`src/crt_consts.svh`:
```
`ifndef CRT_CONSTS_SVH
`define CRT_CONSTS_SVH

// ----------------------------------------
// field widths
// ----------------------------------------
`define CRT_CHAR_W 7
`define CRT_ROW_W 6
`define CRT_LINE_W 4
`define CRT_HRET_W 5
`define CRT_VRET_W 2
`define CRT_BURST_W 3
`define CRT_SPACE_W 6

// ----------------------------------------
// limits and reset values
// ----------------------------------------
`define CRT_MAX_CHARS 7'h50
`define CRT_MAX_ROWS 6'h3F
`define CRT_MAX_SPACE 6'h37
`define CRT_UL_BLANK_BIT 3
`define CRT_ZERO_LINE 4'h0

`endif

```
`src/crt_pkg.sv`:
```
package crt_pkg;

	// ----------------------------------------
	// fetch engine states
	// ----------------------------------------
	typedef enum logic [2:0] {
		CRT_F_IDLE = 3'b001,
		CRT_F_REQ = 3'b010,
		CRT_F_GAP = 3'b100
	} crt_fetch_e;

	// line counter output mode
	typedef enum logic {
		CRT_LC_MODE0 = 1'b0,
		CRT_LC_MODE1 = 1'b1
	} crt_lc_mode_e;

endpackage : crt_pkg

```
`src/crt_sync2.sv`:
```
`include "crt_consts.svh"

module crt_sync2
	import crt_pkg::*;
(
	// clock and reset
	input wire logic clk,
	input wire logic reset_n,
	// async level in, synced level out
	input wire logic async_in,
	output logic sync_out
);

	logic stage1; // first stage, read only by stage two
	logic next_stage1;
	logic next_sync;

	// ----------------------------------------
	// next values
	// ----------------------------------------
	always_comb begin
		next_stage1 = async_in;
		next_sync = stage1;
	end

	// ----------------------------------------
	// registers
	// ----------------------------------------
	always_ff @(posedge clk) begin
		if (!reset_n) begin
			stage1 <= 1'b0;
			sync_out <= 1'b0;
		end else begin
			stage1 <= next_stage1;
			sync_out <= next_sync;
		end
	end

endmodule : crt_sync2

```
`src/crt_fetch.sv`:
```
`include "crt_consts.svh"

module crt_fetch
	import crt_pkg::*;
(
	// clock and reset
	input wire logic clk,
	input wire logic reset_n,
	// control from the raster core
	input wire logic char_tick, // one cycle per character clock
	input wire logic row_start, // start filling a new row
	input wire logic fetch_enable, // row needs fetching
	input wire logic [`CRT_CHAR_W-1:0] chars_per_row, // count minus one
	input wire logic [`CRT_BURST_W-1:0] burst_len, // count minus one
	input wire logic [`CRT_SPACE_W-1:0] burst_space,
	// transfer pins, already synchronised
	input wire logic grant_pulse, // one transfer done
	output logic request,
	output logic filled // row buffer full
);

	crt_fetch_e state, next_state;
	logic [`CRT_CHAR_W-1:0] fill_cnt, next_fill_cnt; // characters stored
	logic [`CRT_BURST_W-1:0] burst_cnt, next_burst_cnt; // characters in burst
	logic [`CRT_SPACE_W-1:0] gap_cnt, next_gap_cnt; // gap clocks
	logic next_filled;

	// ----------------------------------------
	// fetch sequencing
	// ----------------------------------------
	always_comb begin
		next_state = state;
		next_fill_cnt = fill_cnt;
		next_burst_cnt = burst_cnt;
		next_gap_cnt = gap_cnt;
		next_filled = filled;
		if (row_start) begin
			// new row: first request waits the gap when one is set
			next_fill_cnt = '0;
			next_burst_cnt = '0;
			next_gap_cnt = '0;
			next_filled = !fetch_enable;
			if (!fetch_enable) begin
				next_state = CRT_F_IDLE; // blanked row, no requests
			end else if (burst_space == '0) begin
				next_state = CRT_F_REQ;
			end else begin
				next_state = CRT_F_GAP;
			end
		end else begin
			unique case (state)
				CRT_F_IDLE: begin
					next_state = CRT_F_IDLE;
				end
				CRT_F_REQ: begin
					if (grant_pulse) begin
						next_fill_cnt = fill_cnt + 1'b1;
						next_burst_cnt = burst_cnt + 1'b1;
						if (fill_cnt == chars_per_row) begin
							// full mid burst: stop and clear burst
							next_filled = 1'b1;
							next_burst_cnt = '0;
							next_state = CRT_F_IDLE;
						end else if (burst_cnt == burst_len) begin
							// burst done
							next_burst_cnt = '0;
							next_gap_cnt = '0;
							next_state = (burst_space == '0) ? CRT_F_REQ : CRT_F_GAP;
						end
					end
				end
				CRT_F_GAP: begin
					if (char_tick) begin
						next_gap_cnt = gap_cnt + 1'b1;
						if (gap_cnt + 1'b1 >= burst_space) begin
							next_state = CRT_F_REQ;
						end
					end
				end
				default: begin
					next_state = CRT_F_IDLE;
				end
			endcase
		end
	end

	// ----------------------------------------
	// registers; request is high to ask
	// ----------------------------------------
	always_ff @(posedge clk) begin
		if (!reset_n) begin
			state <= CRT_F_IDLE;
			fill_cnt <= '0;
			burst_cnt <= '0;
			gap_cnt <= '0;
			filled <= 1'b1;
			request <= 1'b0;
		end else begin
			state <= next_state;
			fill_cnt <= next_fill_cnt;
			burst_cnt <= next_burst_cnt;
			gap_cnt <= next_gap_cnt;
			filled <= next_filled;
			request <= (next_state == CRT_F_REQ);
		end
	end

	// ----------------------------------------
	// checks
	// ----------------------------------------
	property p_no_req_when_full;
		@(posedge clk) disable iff (!reset_n)
		(filled && !row_start) |=> !request;
	endproperty
	a_no_req_when_full: assert property (p_no_req_when_full) else $error("request while buffer full");

	property p_blank_no_req;
		@(posedge clk) disable iff (!reset_n)
		(row_start && !fetch_enable) |=> (filled && !request);
	endproperty
	a_blank_no_req: assert property (p_blank_no_req) else $error("request for blanked row");

endmodule : crt_fetch

```
`src/crt_raster_row_dma_timing.sv`:
```
`include "crt_consts.svh"

module crt_raster_row_dma_timing
	import crt_pkg::*;
(
	// clock and software reset
	input wire logic clk,
	input wire logic reset_n,
	// character clock pin, asynchronous
	input wire logic char_clock_in,
	// format settings, stable while running
	input wire logic [`CRT_CHAR_W-1:0] chars_per_row, // count minus one
	input wire logic [`CRT_ROW_W-1:0] rows_per_frame, // count minus one
	input wire logic [`CRT_LINE_W-1:0] lines_per_row, // count minus one
	input wire logic [`CRT_HRET_W-1:0] hretrace_len, // count minus one
	input wire logic [`CRT_VRET_W-1:0] vretrace_rows, // count minus one
	input wire logic [`CRT_LINE_W-1:0] underline_line,
	input wire logic line_mode, // 0 or 1
	input wire logic alt_row_blank,
	input wire logic [`CRT_BURST_W-1:0] burst_len, // count minus one
	input wire logic [`CRT_SPACE_W-1:0] burst_space,
	input wire logic irq_enable,
	input wire logic status_read, // one pulse per status read
	// transfer pins
	input wire logic transfer_grant_n_in, // low during a transfer
	output logic transfer_request_out,
	// raster outputs
	output logic [`CRT_LINE_W-1:0] line_address_out,
	output logic video_suppress_out,
	output logic light_enable_out,
	output logic horiz_retrace_out,
	output logic vert_retrace_out,
	output logic disp_buffer_sel, // buffer now shown
	output logic underrun_flag,
	output logic irq_out
);

	// ----------------------------------------
	// pin synchronisers and edges
	// ----------------------------------------
	logic char_clock_in_s, grant_s; // grant_s high while a transfer runs
	logic char_clock_in_d, grant_d;
	logic char_tick, grant_pulse;

	crt_sync2 u_sync_char_clock_in (
		.clk(clk),
		.reset_n(reset_n),
		.async_in(char_clock_in),
		.sync_out(char_clock_in_s)
	);

	crt_sync2 u_sync_grant (
		.clk(clk),
		.reset_n(reset_n),
		// pin inverted so its idle level equals the reset value, no false edge
		.async_in(!transfer_grant_n_in),
		.sync_out(grant_s)
	);

	// rising char clock; grant end = transfer complete
	assign char_tick = char_clock_in_s && !char_clock_in_d;
	assign grant_pulse = !grant_s && grant_d;

	// ----------------------------------------
	// counters
	// ----------------------------------------
	logic [`CRT_CHAR_W-1:0] char_cnt, next_char_cnt; // position in sweep
	logic in_hret, next_in_hret; // horizontal retrace phase
	logic [`CRT_HRET_W-1:0] hret_cnt, next_hret_cnt;
	logic [`CRT_LINE_W-1:0] line_num, next_line_num; // line number in row
	logic [`CRT_ROW_W-1:0] row_cnt, next_row_cnt;
	logic in_vret, next_in_vret; // vertical retrace phase
	logic [`CRT_VRET_W-1:0] vret_cnt, next_vret_cnt;
	logic row_end; // last sweep of row ending
	logic row_tick; // new row time begins
	logic buf_sel, next_buf_sel;

	always_comb begin
		next_char_cnt = char_cnt;
		next_in_hret = in_hret;
		next_hret_cnt = hret_cnt;
		next_line_num = line_num;
		next_row_cnt = row_cnt;
		next_in_vret = in_vret;
		next_vret_cnt = vret_cnt;
		next_buf_sel = buf_sel;
		row_end = 1'b0;
		if (char_tick) begin
			if (!in_hret) begin
				// displayed characters, line held
				if (char_cnt == chars_per_row) begin
					next_in_hret = 1'b1;
					next_hret_cnt = '0;
					// line steps at retrace start
					if (line_num == lines_per_row) begin
						next_line_num = `CRT_ZERO_LINE;
						row_end = 1'b1;
					end else begin
						next_line_num = line_num + 1'b1;
					end
				end else begin
					next_char_cnt = char_cnt + 1'b1;
				end
			end else if (hret_cnt == hretrace_len) begin
				next_in_hret = 1'b0; // retrace done
				next_char_cnt = '0;
			end else begin
				next_hret_cnt = hret_cnt + 1'b1;
			end
		end
		if (row_end) begin
			if (!in_vret) begin
				next_buf_sel = !buf_sel;
				if (row_cnt == rows_per_frame) begin
					next_in_vret = 1'b1;
					next_vret_cnt = '0;
				end else begin
					next_row_cnt = row_cnt + 1'b1;
				end
			end else if (vret_cnt == vretrace_rows) begin
				next_in_vret = 1'b0;
				next_row_cnt = '0;
				next_buf_sel = !buf_sel; // first row buffer goes live
			end else begin
				next_vret_cnt = vret_cnt + 1'b1;
			end
		end
	end

	assign row_tick = row_end;

	// ----------------------------------------
	// fetch control
	// ----------------------------------------
	logic last_vret_row; // one row before retrace ends
	logic fetch_row_odd; // row being fetched is odd
	logic fetch_go;
	logic fetch_start;
	logic filled, req;
	logic [`CRT_ROW_W-1:0] fetch_row;

	assign last_vret_row = next_in_vret && (next_vret_cnt == vretrace_rows);
	// row being fetched is the one after the row now starting
	assign fetch_row = last_vret_row ? '0 : next_row_cnt + 1'b1;
	assign fetch_row_odd = fetch_row[0];
	// first fetch one row before retrace ends, then each row
	assign fetch_start = row_tick && (last_vret_row
		|| (!next_in_vret && next_row_cnt != rows_per_frame));
	assign fetch_go = !(alt_row_blank && fetch_row_odd);

	crt_fetch u_fetch (
		.clk(clk),
		.reset_n(reset_n),
		.char_tick(char_tick),
		.row_start(fetch_start),
		.fetch_enable(fetch_go),
		.chars_per_row(chars_per_row),
		.burst_len(burst_len),
		.burst_space(burst_space),
		.grant_pulse(grant_pulse),
		.request(req),
		.filled(filled)
	);

	// ----------------------------------------
	// video, underline and line address
	// ----------------------------------------
	logic blank_row; // current row blanked by alternate mode
	logic edge_line; // top or bottom line of row
	logic next_vsp, next_light_enable_out, next_ulr, next_irq, next_underrun;
	logic [`CRT_LINE_W-1:0] next_lc;
	logic row_begin_live; // a displayed row starts

	assign blank_row = alt_row_blank && row_cnt[0];
	assign edge_line = (line_num == `CRT_ZERO_LINE) || (line_num == lines_per_row);
	assign row_begin_live = row_tick && !next_in_vret;

	always_comb begin
		// mode 1 lags by one, wraps to last count
		if (line_mode == CRT_LC_MODE1 && next_line_num == `CRT_ZERO_LINE) begin
			next_lc = lines_per_row;
		end else if (line_mode == CRT_LC_MODE1) begin
			next_lc = next_line_num - 1'b1;
		end else begin
			next_lc = next_line_num;
		end
		// suppress: retrace, blanked row, edge lines when underline_line bit 3 is set
		next_vsp = next_in_hret || next_in_vret || blank_row
			|| (underline_line[`CRT_UL_BLANK_BIT] && edge_line);
		// underline on line number, never past row end
		next_light_enable_out = !next_in_hret && !next_in_vret && !blank_row
			&& (line_num == underline_line) && (underline_line <= lines_per_row);
		next_ulr = underrun_flag;
		// underrun: buffer not full when a displayed row ends; blanked fetch reads full
		if (row_end && !in_vret && !filled) begin
			next_ulr = 1'b1;
		end else if (status_read) begin
			next_ulr = 1'b0;
		end
		next_underrun = next_ulr;
		// interrupt at start of last displayed row; set beats clear
		next_irq = irq_out;
		if (status_read) begin
			next_irq = 1'b0;
		end
		if (irq_enable && row_begin_live && next_row_cnt == rows_per_frame) begin
			next_irq = 1'b1;
		end
	end

	// ----------------------------------------
	// registers
	// ----------------------------------------
	always_ff @(posedge clk) begin
		if (!reset_n) begin
			char_clock_in_d <= 1'b0;
			grant_d <= 1'b0;
			char_cnt <= '0;
			in_hret <= 1'b0;
			hret_cnt <= '0;
			line_num <= `CRT_ZERO_LINE;
			row_cnt <= '0;
			in_vret <= 1'b1;
			vret_cnt <= '0;
			buf_sel <= 1'b0;
			line_address_out <= `CRT_ZERO_LINE;
			video_suppress_out <= 1'b1;
			light_enable_out <= 1'b0;
			horiz_retrace_out <= 1'b0;
			vert_retrace_out <= 1'b1;
			disp_buffer_sel <= 1'b0;
			underrun_flag <= 1'b0;
			irq_out <= 1'b0; // reset drops interrupt
			transfer_request_out <= 1'b0;
		end else begin
			char_clock_in_d <= char_clock_in_s;
			grant_d <= grant_s;
			char_cnt <= next_char_cnt;
			in_hret <= next_in_hret;
			hret_cnt <= next_hret_cnt;
			line_num <= next_line_num;
			row_cnt <= next_row_cnt;
			in_vret <= next_in_vret;
			vret_cnt <= next_vret_cnt;
			buf_sel <= next_buf_sel;
			line_address_out <= next_lc;
			video_suppress_out <= next_vsp;
			light_enable_out <= next_light_enable_out;
			horiz_retrace_out <= next_in_hret;
			vert_retrace_out <= next_in_vret;
			disp_buffer_sel <= next_buf_sel;
			underrun_flag <= next_underrun;
			irq_out <= next_irq; // high when pending
			transfer_request_out <= req;
		end
	end

	// ----------------------------------------
	// checks
	// ----------------------------------------
	property p_vsp_in_retrace;
		@(posedge clk) disable iff (!reset_n)
		(in_hret || in_vret) |-> video_suppress_out;
	endproperty
	a_vsp_in_retrace: assert property (p_vsp_in_retrace) else $error("suppress low in retrace");

	property p_line_held;
		@(posedge clk) disable iff (!reset_n)
		(!in_hret && $past(!in_hret)) |-> $stable(line_num);
	endproperty
	a_line_held: assert property (p_line_held) else $error("line moved during sweep");

	property p_mode0_addr;
		@(posedge clk) disable iff (!reset_n)
		(line_mode == CRT_LC_MODE0 && $stable(line_num)) |-> (line_address_out == line_num);
	endproperty
	a_mode0_addr: assert property (p_mode0_addr) else $error("mode 0 address wrong");

	property p_mode1_wrap;
		@(posedge clk) disable iff (!reset_n)
		($past(reset_n) && line_mode == CRT_LC_MODE1 && line_num == 4'h0 && $stable(line_num))
			|-> (line_address_out == lines_per_row);
	endproperty
	a_mode1_wrap: assert property (p_mode1_wrap) else $error("mode 1 wrap wrong");

	property p_no_ul_past_row;
		@(posedge clk) disable iff (!reset_n)
		(underline_line > lines_per_row) |=> !light_enable_out;
	endproperty
	a_no_ul_past_row: assert property (p_no_ul_past_row) else $error("underline past row");

	property p_irq_clear;
		@(posedge clk) disable iff (!reset_n)
		(status_read && !(irq_enable && row_begin_live)) |=> !irq_out;
	endproperty
	a_irq_clear: assert property (p_irq_clear) else $error("interrupt not dropped");

	property p_irq_set;
		@(posedge clk) disable iff (!reset_n)
		(irq_enable && row_begin_live && next_row_cnt == rows_per_frame) |=> irq_out;
	endproperty
	a_irq_set: assert property (p_irq_set) else $error("interrupt not raised");

	property p_swap;
		@(posedge clk) disable iff (!reset_n)
		(row_end && !in_vret) |=> (disp_buffer_sel != $past(disp_buffer_sel));
	endproperty
	a_swap: assert property (p_swap) else $error("buffers did not swap");

endmodule : crt_raster_row_dma_timing

```
`config.mk`:
```
export PLATFORM = sky130hd
export DESIGN_NAME = crt_raster_row_dma_timing
export DESIGN_NICKNAME = d
export VERILOG_FILES = /design/src/crt_pkg.sv /design/src/crt_sync2.sv /design/src/crt_fetch.sv /design/src/crt_raster_row_dma_timing.sv
export VERILOG_INCLUDE_DIRS = /design/src
export SDC_FILE = /design/constraint.sdc
export NUM_CORES = 1
export LEC_CHECK = 0
export ABC_AREA = 1
export BUFFER_PORTS_ARGS = -buffer_cell sky130_fd_sc_hd__buf_2
export CORE_UTILIZATION = 38
export DETAILED_ROUTE_END_ITERATION = 8
export GPL_TIMING_DRIVEN = 0
export PLACE_DENSITY = 0.54
export SLEW_MARGIN = 25
export SYNTH_ARGS = -nofsm -noshare
export SYNTH_HDL_FRONTEND = slang
export SYNTH_SLANG_ARGS = --single-unit
```
`constraint.sdc`:
```
create_clock -name clk -period 4.3 [get_ports clk]
set_input_delay 0.86 -clock clk [delete_from_list [all_inputs] [get_ports clk]]
set_output_delay 0.86 -clock clk [all_outputs]
set_load 0.1 [all_outputs]
```
==> results_dict.tcl, run 1 <==
set metrics [dict create \
    combPwrFrac_pct 11.6 \
    netSwitchingPower_uw 342 \
    drive_above_1_share_pct 16.3 \
    layoutNonFillerInstCount 834 \
    switching_share_pct 27.1 \
    htreeDepth 3 \
    min_period_ns 2.72 \
    layout_common_cells "nand2_1, inv_1, dfxtp_1, buf_2, nor2_1" \
    grt_pass1_wl_um 16000 \
    synth_area_mm2 0.00413 \
    multi_input_area_mm2 0.00246 \
    yosys-top-cells-area "dfxtp_1, nand2_1, inv_1, ha_1, nand3_1" \
    yosysUniqueCellTypes 40 \
    synth_warnings 0 \
    synth_top_family_by_area "simple AND/OR/NAND/NOR gates" \
    peakVddDrop_mv 0.230 \
    worst_pin_slew_ns 0.638 \
    hold_viol 0 \
    first_global_vias 3598 \
    wl_per_cell_um 11.5 \
    slew_viol_final 0 \
    synth-edff-count 0 \
    reg2reg_to "u_fetch.gap_cnt[4]$_SDFFE_PP0P_" \
    drt_iter0_markers 108 \
    min_path_type "reg -> reg" \
    tritoncts "built" \
    synthSimpleGateAreaFrac_pct 37.6 \
    hp-start "u_sync_char_clock_in.next_sync$_SDFF_PN0_" \
    die_area_mm2 0.0113 \
    cp_cell_sequence "buf_2 > inv_1 > nand2_1 > nand2_1 > nor2_1 > nand2_1 > nor2_4 > nand2_1 > inv_2 > o21ai_0 > ha_1 > nand4_1 > o21ai_0 > a21oi_1" \
    dpl.hpwl_um 7600 \
    crit_path_start_kind "input pin" \
    finalPower_uw 1260 \
    synthToLayoutAreaGrowth_pct 15.4 \
    start_util_pct 39.7 \
    final_cell_area_mm2 0.00477 \
    max_stage_delay_ns 0.52 \
    synth-xor-area-share_pct 5.30 \
    layout_commonest_cell "nand2_1" \
    nFillCells 1088 \
    slowest_stage "o21ai_0" \
    critPathMaxFanout 8 \
    numPortBuffers 55 \
    hold_path_end "u_sync_char_clock_in.sync_out$_SDFF_PN0_" \
    syn_avg_cell_area_um2 6.59 \
    drt-pass1-iter-count 4 \
    rows 37 \
    antennaDiodeCount 0 \
    setup_viol 0 \
    powerDensity_mw_per_mm2 265 \
    synth-adder-area-share_pct 6.06 \
    ctsLongestPathBuffers 2 \
    p_leak_uw 0.00236 \
    crit_required_ns 4.54 \
    hold_depth 2 \
    fin_tns_setup_ns 0 \
    num-nets-final 758 \
    wirelength_um 9620 \
    num_vias 3986 \
    fmax_ghz 0.367 \
    grt_max_degree 11 \
    drc 0 \
    grt-ovfl-total 0 \
    clock_skew_ns 0.00969 \
    async_flop_share_pct 0 \
    status "complete, no violations" \
    clkPwrFrac_pct 41.4 \
    crit_top_cell "nand2_1" \
    syn_nets 692 \
    drv_cap 0 \
    die_x_um 106 \
    vias_per_cell 4.78 \
    cts-root-buf "clkbuf_8" \
    core_mm2 0.0104 \
    clkSinkCount 63 \
    cts_setup_buffers 0 \
    syn_inst 627 \
    cts_buffers 9 \
    finalCritPeriodShare_pct 63.3 \
    synthFlopType "dfxtp_1" \
    placed_cells 818 \
    rr_worst_depth 17 \
    r2r_start "line_num[1]$_SDFF_PN0_" \
    die_y_um 106 \
    ioPinCount 57 \
    synth-compound-area-share_pct 10.5 \
    track_usage_pct 18.1 \
    clk_latency_ns 0.36 \
    worstSetupPathType "in -> reg" \
    seq_power_share_pct 47.0 \
    register_area_mm2 0.00126 \
    relSlewSlack_pct 57.0 \
    clk_pin_slew_worst_paths_ns 0.07 \
    hold_buffers 0 \
    rsz0062_at_grt "no" \
    p_int_uw 920 \
    synthMuxAreaShare_pct 0 \
    yosysSeqAreaShare_pct 30.5 \
    end_kind "flip-flop" \
    reg2reg_setup_slack_ns 1.80 \
    arrival_ns 2.97 \
    yosys.area.top_type "dfxtp_1" \
    gp_congestion 0.855 \
    ys_ff_latch 63 \
    ctsResizeCount 0 \
    placed_cell_area_mm2 0.00458 \
    synth_top_area_share_pct 30.5 \
    antenna_found_initial 0 \
    ant_nets 0 \
]
cell usage after synthesis (2+ instances only):
| cell type | number |
|---|---|
| nand2_4 | 2 |
| nor2_1 | 45 |
| a21oi_1 | 34 |
| or2_2 | 5 |
| clkbuf_1 | 3 |
| nand3_1 | 40 |
| a21oi_2 | 6 |
| nor3_1 | 13 |
| nand2_1 | 181 |
| o21ai_0 | 20 |
| nor2_2 | 6 |
| nand4_1 | 20 |
| xnor2_1 | 14 |
| a211oi_1 | 3 |
| nand2_2 | 6 |
| xor2_1 | 11 |
| o211ai_1 | 2 |
| nor3b_1 | 6 |
| nand3b_1 | 3 |
| nand3_4 | 2 |
| o22ai_1 | 2 |
| o21ai_1 | 2 |
| inv_2 | 9 |
| inv_1 | 92 |
| buf_2 | 2 |
| dfxtp_1 | 63 |
| nor2_4 | 3 |
| ha_1 | 20 |
power by group through the flow:
stage	Sequential, uW	Clock (uW)	Combinational, uW
2_1_floorplan	629	0	75.0
3_3_place_gp	607	0	145
3_5_place_dp	607	0	147
4_1_cts	593	544	148
5_1_grt	594	570	164
6_report	593	522	146
stage by stage:
stage	utilization, %	setup WS (ns)	hold WS (ns)
floorplan	-	1.50	0.390
global placement	43.9	1.23	0.393
detailed placement	43.9	1.19	0.397
CTS	45.8	1.58	0.412
global route	45.8	1.27	0.424
finish	45.8	1.58	0.413
registers in the layout, summed over array words and instances, names as in the netlist, 2 cells and up:
signal,cells
char_cnt,7
line_num,4
row_cnt,6
vret_cnt,2
u_fetch.state,3
line_address_out,4
u_fetch.gap_cnt,6
hret_cnt,5
u_fetch.burst_cnt,3
u_fetch.fill_cnt,7
logic make-up after synthesis:
family | after synthesis
simple gates | 337
buf+inv | 107
compound gates | 75
flops | 63
xor+xnor | 25
fa+ha+maj | 20
worst max-delay path: cells and delay by family:
| family | cells | cell delay (ns) |
|---|---|---|
| adders and majority gates | 1 | 0.25 |
| AOI/OAI and AO/OA | 3 | 0.82 |
| buffers and inverters | 3 | 0.27 |
| and+or+nand+nor | 7 | 0.77 |
how the worst max path moves through the flow:
stage,startpoint,to,slack (ns),cells past startpoint
global placement,chars_per_row[1],line_address_out[0]$_SDFF_PN0_,1.23,14
detailed placement,chars_per_row[1],line_address_out[3]$_SDFF_PN0_,1.19,14
finish,chars_per_row[1],line_address_out[3]$_SDFF_PN0_,1.58,14
floorplan,in_hret$_SDFF_PN0_,line_address_out[0]$_SDFF_PN0_,1.50,12
global route,chars_per_row[1],line_address_out[1]$_SDFF_PN0_,1.27,14
CTS,chars_per_row[1],line_address_out[1]$_SDFF_PN0_,1.58,14
per-layer routing:
layer	vias to the layer above	share of wire [%]	wire length (um)	track usage [%]
li1	2148	-	-	-
met1	1759	48	4580	21.4
met2	67	47	4510	30.4
met3	12	4.3	412	5.82
met4	0	1.3	123	6.75
met5	-	0	0	0
final cells by class:
| cell class | count | share of cell area, % |
|---|---|---|
| clock buffers | 12 | 3.05 |
| plain buffers | 6 | 0.683 |
| inverters | 101 | 7.95 |
| clock inverters | 4 | 0.945 |
| flip-flops and latches | 63 | 26.5 |
| multi-input cells | 457 | 51.6 |
| well taps | 136 | 3.57 |
| repair buffers | 55 | 5.78 |
(Power assumes the default switching activity.)
==> run 2: changes to the inputs <==
--- a/config.mk
+++ b/config.mk
@@ -11,7 +11,7 @@
 export CORE_UTILIZATION = 38
 export DETAILED_ROUTE_END_ITERATION = 8
 export GPL_TIMING_DRIVEN = 0
-export PLACE_DENSITY = 0.54
+export PLACE_DENSITY = 0.56
 export SLEW_MARGIN = 25
 export SYNTH_ARGS = -nofsm -noshare
 export SYNTH_HDL_FRONTEND = slang
==> constraint.sdc (replaced) <==
create_clock -name clk -period 2.4 [get_ports clk]
set_input_delay 0.48 -clock clk [delete_from_list [all_inputs] [get_ports clk]]
set_output_delay 0.48 -clock clk [all_outputs]
set_load 0.1 [all_outputs]
==> results_dict.tcl, run 2 (synthesized netlist as in run 1, its figures left out) <==
set metrics [dict create \
    drt_iter0_markers 124 \
    max_stage_delay_ns 0.39 \
    reg_top3 "char_cnt: 7 flops, u_fetch.fill_cnt: 7 flops" \
    core_mm2 0.0104 \
    layout_common_cells "nand2_1, inv_1, buf_2, dfxtp_1" \
    vias_per_cell 4.79 \
    hold_buffers 0 \
    slowest_stage "dfxtp_4" \
    ioPinCount 57 \
    min_period_ns 2.38 \
    antenna_found_initial 0 \
    p_leak_uw 0.00253 \
    nFillCells 1064 \
    worst-path-buf-inv 2 \
    powerDensity_mw_per_mm2 462 \
    netSwitchingPower_uw 632 \
    arrival_ns 2.66 \
    switching_share_pct 26.4 \
    reg2reg_to "u_fetch.burst_cnt[1]$_SDFFE_PP0P_" \
    clk_pin_slew_worst_paths_ns 0.07 \
    clk_latency_ns 0.35 \
    cts_buffers 9 \
    gp_congestion 0.814 \
    rows 37 \
    register_area_mm2 0.00130 \
    grt_pass1_wl_um 16800 \
    startpoint "line_num[0]$_SDFF_PN0_" \
    num-nets-final 782 \
    worst_pin_slew_ns 0.688 \
    synthToLayoutAreaGrowth_pct 25.7 \
    worstSetupPathType "reg -> reg" \
    drive_above_1_share_pct 26.3 \
    rsz0062_at_grt "yes" \
    finalCritPeriodShare_pct 99.0 \
    fmax_ghz 0.421 \
    antennaDiodeCount 0 \
    layout_commonest_cell "nand2_1" \
    cp_cell_sequence "inv_4 > nand2_2 > nand2_2 > nor2_4 > nand2_4 > nor2_4 > nand2_4 > nor2_8 > nand3_2 > nand2_1 > nand2_1 > nand2_1 > nand2_2 > nor2_4 > nand3_4 > nand3_4 > nand2_8 > clkbuf_16 > a21oi_2" \
    status "complete, no violations" \
    min_path_type "in -> reg" \
    num_vias 4108 \
    end_kind "flip-flop" \
    multi_input_area_mm2 0.00258 \
    numPortBuffers 55 \
    clkPwrFrac_pct 43.9 \
    drt-pass1-iter-count 4 \
    ant_nets 0 \
    start_util_pct 39.7 \
    cts-root-buf "clkbuf_8" \
    htreeDepth 3 \
    grt_max_degree 12 \
    worst-path-stages 19 \
    ctsLongestPathBuffers 2 \
    fin_tns_setup_ns 0 \
    combPwrFrac_pct 12.2 \
    seq_power_share_pct 44.0 \
    setup_viol 0 \
    crit_required_ns 2.69 \
    p_int_uw 1760 \
    pre_cts_slack_ns -0.328 \
    drv_cap 0 \
    relSlewSlack_pct 54.2 \
    clock_skew_ns 0.00967 \
    grt-ovfl-total 0 \
    die_area_mm2 0.0113 \
    r2r_start "line_num[0]$_SDFF_PN0_" \
    critical_path.endpoint "u_fetch.burst_cnt[1]$_SDFFE_PP0P_" \
    first_global_vias 3825 \
    die_y_um 106 \
    slew_viol_final 0 \
    track_usage_pct 18.5 \
    wirelength_um 10100 \
    die_x_um 106 \
    cp_top_family "simple AND/OR/NAND/NOR gates" \
    critPathMaxFanout 8 \
    reg2reg_setup_slack_ns 0.02 \
    hold_viol 0 \
    dpl.hpwl_um 7480 \
    wl_per_cell_um 11.8 \
    drc 0 \
    clkSinkCount 63 \
    tritoncts "built" \
    setup_slack_ns 0.0232 \
    rr_worst_depth 19 \
    peakVddDrop_mv 0.201 \
    crit_path_start_kind "flip-flop" \
]
run 2: changes by cell type in the layout (fill, tap and decap cells not counted), sizes merged:
cell and delta:
buf +23, bufinv +1, clkinv -1, clkinvlp +1
run 2: repair_timing:
action                                  4_1_cts  5_1_grt
endpoints found under the setup margin       14       28
setup buffers                                 4       19
gates resized for setup                      14       60
pin swaps                                     6       23
gates cloned                                  0        1
run 2: worst min path at each step:
| stage | startpoint | slack, ns | endpoint | cells after the start |
|---|---|---|---|---|
| global route | transfer_grant_n_in | 0.30 | u_sync_grant.next_sync$_SDFF_PN0_ | 2 |
| finish | transfer_grant_n_in | 0.30 | u_sync_grant.next_sync$_SDFF_PN0_ | 2 |
| detailed placement | u_sync_char_clock_in.next_sync$_SDFF_PN0_ | 0.40 | u_sync_char_clock_in.sync_out$_SDFF_PN0_ | 2 |
| CTS | transfer_grant_n_in | 0.29 | u_sync_grant.next_sync$_SDFF_PN0_ | 2 |
| floorplan | u_fetch.request$_SDFF_PN0_ | 0.39 | transfer_request_out$_SDFF_PN0_ | 2 |
| global placement | u_sync_char_clock_in.next_sync$_SDFF_PN0_ | 0.39 | u_sync_char_clock_in.sync_out$_SDFF_PN0_ | 2 |
run 2: power groups by stage:
stage | sequential, uW | clock (uW) | combinational (uW)
after floorplan | 1130 | 0 | 134
after global placement | 1090 | 0 | 260
after detailed placement | 1090 | 0 | 264
after CTS | 1060 | 1080 | 270
after global routing | 1060 | 1120 | 325
final | 1050 | 1050 | 291
run 2: per-stage QoR:
stage	hold slack (ns)	instances	instance area (um^2)	utilization, %	power, uW
finish	0.296	858	5190	49.9	2400
global route	0.304	858	5190	49.9	2500
CTS	0.288	838	4880	46.8	2410
detailed placement	0.399	818	4580	44.0	1350
global placement	0.393	818	4580	44.0	1350
floorplan	0.390	627	4140	-	1260
run 2: area by class of cell:
cell class | instances | share of cell area [%]
inverters | 101 | 7.40
well taps | 136 | 3.28
multi-input cells | 457 | 49.7
clock buffers | 11 | 2.72
flip-flops and latches | 63 | 25.1
clock inverters | 5 | 1.57
plain buffers | 6 | 0.843
repair buffers | 79 | 9.42
run 2: routing by layer:
layer  wire (um)  up-vias  share of wire, %  global-route usage, %
met4         101        0               1.0                   6.25
li1            -     2193                 -                      -
met1        4750     1842                47                   23.6
met5           0        -                 0                      0
met3         262       11               2.6                   2.88
met2        4970       62                49                   31.8
run 2: worst reg2reg max path, cell delays in order, from the launching register on:
cell and delay [ns]:
dfxtp_4 0.39, inv_4 0.05, nand2_2 0.06, nand2_2 0.06, nor2_4 0.12, nand2_4 0.08
nor2_4 0.16, nand2_4 0.13, nor2_8 0.14, nand3_2 0.10, nand2_1 0.08, nand2_1 0.05
nand2_1 0.07, nand2_2 0.07, nor2_4 0.12, nand3_4 0.10, nand3_4 0.14, nand2_8 0.09
clkbuf_16 0.18, a21oi_2 0.09
==> run 3: changes to the inputs <==
--- a/config.mk
+++ b/config.mk
@@ -8,10 +8,11 @@
 export LEC_CHECK = 0
 export ABC_AREA = 1
 export BUFFER_PORTS_ARGS = -buffer_cell sky130_fd_sc_hd__buf_2
-export CORE_UTILIZATION = 38
+export CORE_UTILIZATION = 40
 export DETAILED_ROUTE_END_ITERATION = 8
 export GPL_TIMING_DRIVEN = 0
-export PLACE_DENSITY = 0.56
+export PLACE_DENSITY = 0.58
+export SETUP_SLACK_MARGIN = 0.3
 export SLEW_MARGIN = 25
 export SYNTH_ARGS = -nofsm -noshare
 export SYNTH_HDL_FRONTEND = slang
==> results_dict.tcl, run 3 (synthesized netlist as in run 1, its figures left out) <==
set metrics [dict create \
    finalCritPeriodShare_pct 97.3 \
    drt_iter0_markers 123 \
    antennaDiodeCount 0 \
    grt-ovfl-total 0 \
    layoutNonFillerInstCount 869 \
    r2r_start "char_cnt[3]$_SDFFE_PN0P_" \
    first_global_vias 3884 \
    hold_depth 2 \
    crit_required_ns 2.68 \
    drt-met1-wl_um 4800 \
    top_layer "met4" \
    hold_path_end "u_sync_grant.next_sync$_SDFF_PN0_" \
    die_x_um 104 \
    wirelength_um 10300 \
    cp_cell_sequence "inv_4 > nand2_2 > nand2_2 > nor2_2 > nand2_2 > nor2_4 > nand2_4 > nor2_8 > nand3_4 > nand2_1 > nand2_1 > nand2_1 > nand2_2 > nor2_4 > nand3_4 > nand3_4 > nand2_8 > clkbuf_16 > a21oi_2" \
    ant_nets 0 \
    drt-pass1-iter-count 4 \
    numPortBuffers 55 \
    nFillCells 1002 \
    tritoncts "built" \
    hp-start "transfer_grant_n_in" \
    htreeDepth 3 \
    drc 0 \
    register_area_mm2 0.00130 \
    clk_pin_slew_worst_paths_ns 0.07 \
    peakVddDrop_mv 0.215 \
    arrival_ns 2.61 \
    max_stage_delay_ns 0.37 \
    placed_cells 815 \
    gp_congestion 0.827 \
    crit_top_cell "nand2_2" \
    worst-path-buf-inv 2 \
    status "complete, no violations" \
    die_area_mm2 0.0107 \
    cts-root-buf "clkbuf_8" \
    wl_per_cell_um 11.8 \
    powerDensity_mw_per_mm2 427 \
    fmax_ghz 0.428 \
    crit_path_start_kind "flip-flop" \
    die_y_um 104 \
    fin_tns_setup_ns 0 \
    hold_viol 0 \
    wl_met2_um 5000 \
    rows 36 \
    dpl.hpwl_um 7460 \
    num_vias 4211 \
    layout_commonest_cell "nand2_1" \
    drv_cap 0 \
    layout_common_cells "nand2_1, inv_1, buf_2, dfxtp_1, nor2_1" \
    setup_slack_ns 0.0654 \
    slew_viol_final 0 \
    cp_top_family "simple AND/OR/NAND/NOR gates" \
    final_util_pct 54.4 \
    setup_viol 0 \
    drive_above_1_share_pct 31.1 \
    synthToLayoutAreaGrowth_pct 30.5 \
    end_kind "flip-flop" \
    ctsLongestPathBuffers 2 \
    rr_worst_depth 19 \
    track_usage_pct 19.3 \
    pre_cts_slack_ns -0.339 \
    relSlewSlack_pct 53.9 \
    antenna_found_initial 0 \
    critPathMaxFanout 8 \
    reg_top3 "char_cnt: 7 flops, u_fetch.fill_cnt: 7 flops" \
    vias_per_cell 4.85 \
    reg2reg_to "u_fetch.gap_cnt[5]$_SDFFE_PP0P_" \
    finalPower_uw 2300 \
    multi_input_area_mm2 0.00270 \
    grt_pass1_wl_um 17100 \
    grt_max_degree 11 \
    start_util_pct 41.7 \
    reg2reg_setup_slack_ns 0.07 \
    wl_met3_um 319 \
    min_path_type "in -> reg" \
    rsz0062_at_grt "yes" \
    cts_buffers 9 \
    slowest_stage "dfxtp_4" \
    worstSetupPathType "reg -> reg" \
    clkSinkCount 63 \
    clock_skew_ns 0.0117 \
    worst_pin_slew_ns 0.692 \
    min_period_ns 2.33 \
    p_leak_uw 0.00260 \
    ioPinCount 57 \
    clk_latency_ns 0.34 \
    core_mm2 0.00991 \
    num-nets-final 796 \
]
[run 3: cell count changes in the layout (fill, tap and decap cells not counted), sizes merged]
cell,previous run,this run
buf,81,94
nand2,189,190
clkinv,2,3
bufinv,2,1
clkbuf,15,16
clkinvlp,1,0
[run 3: cell type report]
class	instances	share of cell area, %
Inverter	101	7.31
Clock inverter	4	0.836
Sequential cell	63	24.2
Clock buffer	12	2.69
Timing Repair Buffer	92	11.0
Tap cell	133	3.09
Multi-Input combinational cell	458	50.1
Buffer	6	0.813
[run 3: through the flow]
stage / cell area, um^2 / hold WS (ns)
after floorplan: 4160 / 0.390
after global routing: 5390 / 0.282
after detailed placement: 4600 / 0.398
after global placement: 4600 / 0.393
final: 5390 / 0.292
after CTS: 5040 / 0.272
[run 3: per-layer routing]
| layer | GRT usage (%) | vias to the layer above |
|---|---|---|
| li1 | - | 2229 |
| met1 | 23.6 | 1902 |
| met2 | 33.7 | 66 |
| met3 | 4.03 | 14 |
| met4 | 5.80 | 0 |
| met5 | 0 | - |
[run 3: how the worst max path moves through the flow]
stage                     slack [ns]                         endpoint  depth (start not counted)                      from
after floorplan                 0.24  u_fetch.gap_cnt[1]$_SDFFE_PP0P_                         19          chars_per_row[5]
after global placement         -0.30  u_fetch.gap_cnt[1]$_SDFFE_PP0P_                         18          chars_per_row[5]
after detailed placement       -0.34  u_fetch.gap_cnt[1]$_SDFFE_PP0P_                         18          chars_per_row[5]
after CTS                      0.004  u_fetch.gap_cnt[1]$_SDFFE_PP0P_                         19  char_cnt[2]$_SDFFE_PN0P_
after global routing           -0.11  u_fetch.gap_cnt[1]$_SDFFE_PP0P_                         19  char_cnt[3]$_SDFFE_PN0P_
final                           0.07  u_fetch.gap_cnt[5]$_SDFFE_PP0P_                         19  char_cnt[3]$_SDFFE_PN0P_
[run 3: timing repair]
action / in CTS / in global routing
hold buffers: 0 / 0
gates cloned: 1 / 1
pin swaps: 11 / 24
setup buffers: 21 / 15
setup endpoints to repair: 27 / 36
endpoints found under the hold margin: 0 / 0
resized for setup: 32 / 64
[run 3: worst register-to-register path: cells and delay by family, from the launching register on]
kind,cells,cell delay [ns]
compound gates,1,0.09
flops,1,0.37
simple gates,16,1.58
buf+inv,2,0.22
[run 3: where the power goes]
| group | switching [uW] | internal (uW) | total [uW] | leakage (uW) |
|---|---|---|---|---|
| Clock | 427 | 504 | 931 | 0.000100 |
| Sequential | 6.33 | 1050 | 1060 | 0.000520 |
| Combinational | 198 | 116 | 314 | 0.00198 |
| Total | 631 | 1670 | 2300 | 0.00260 |
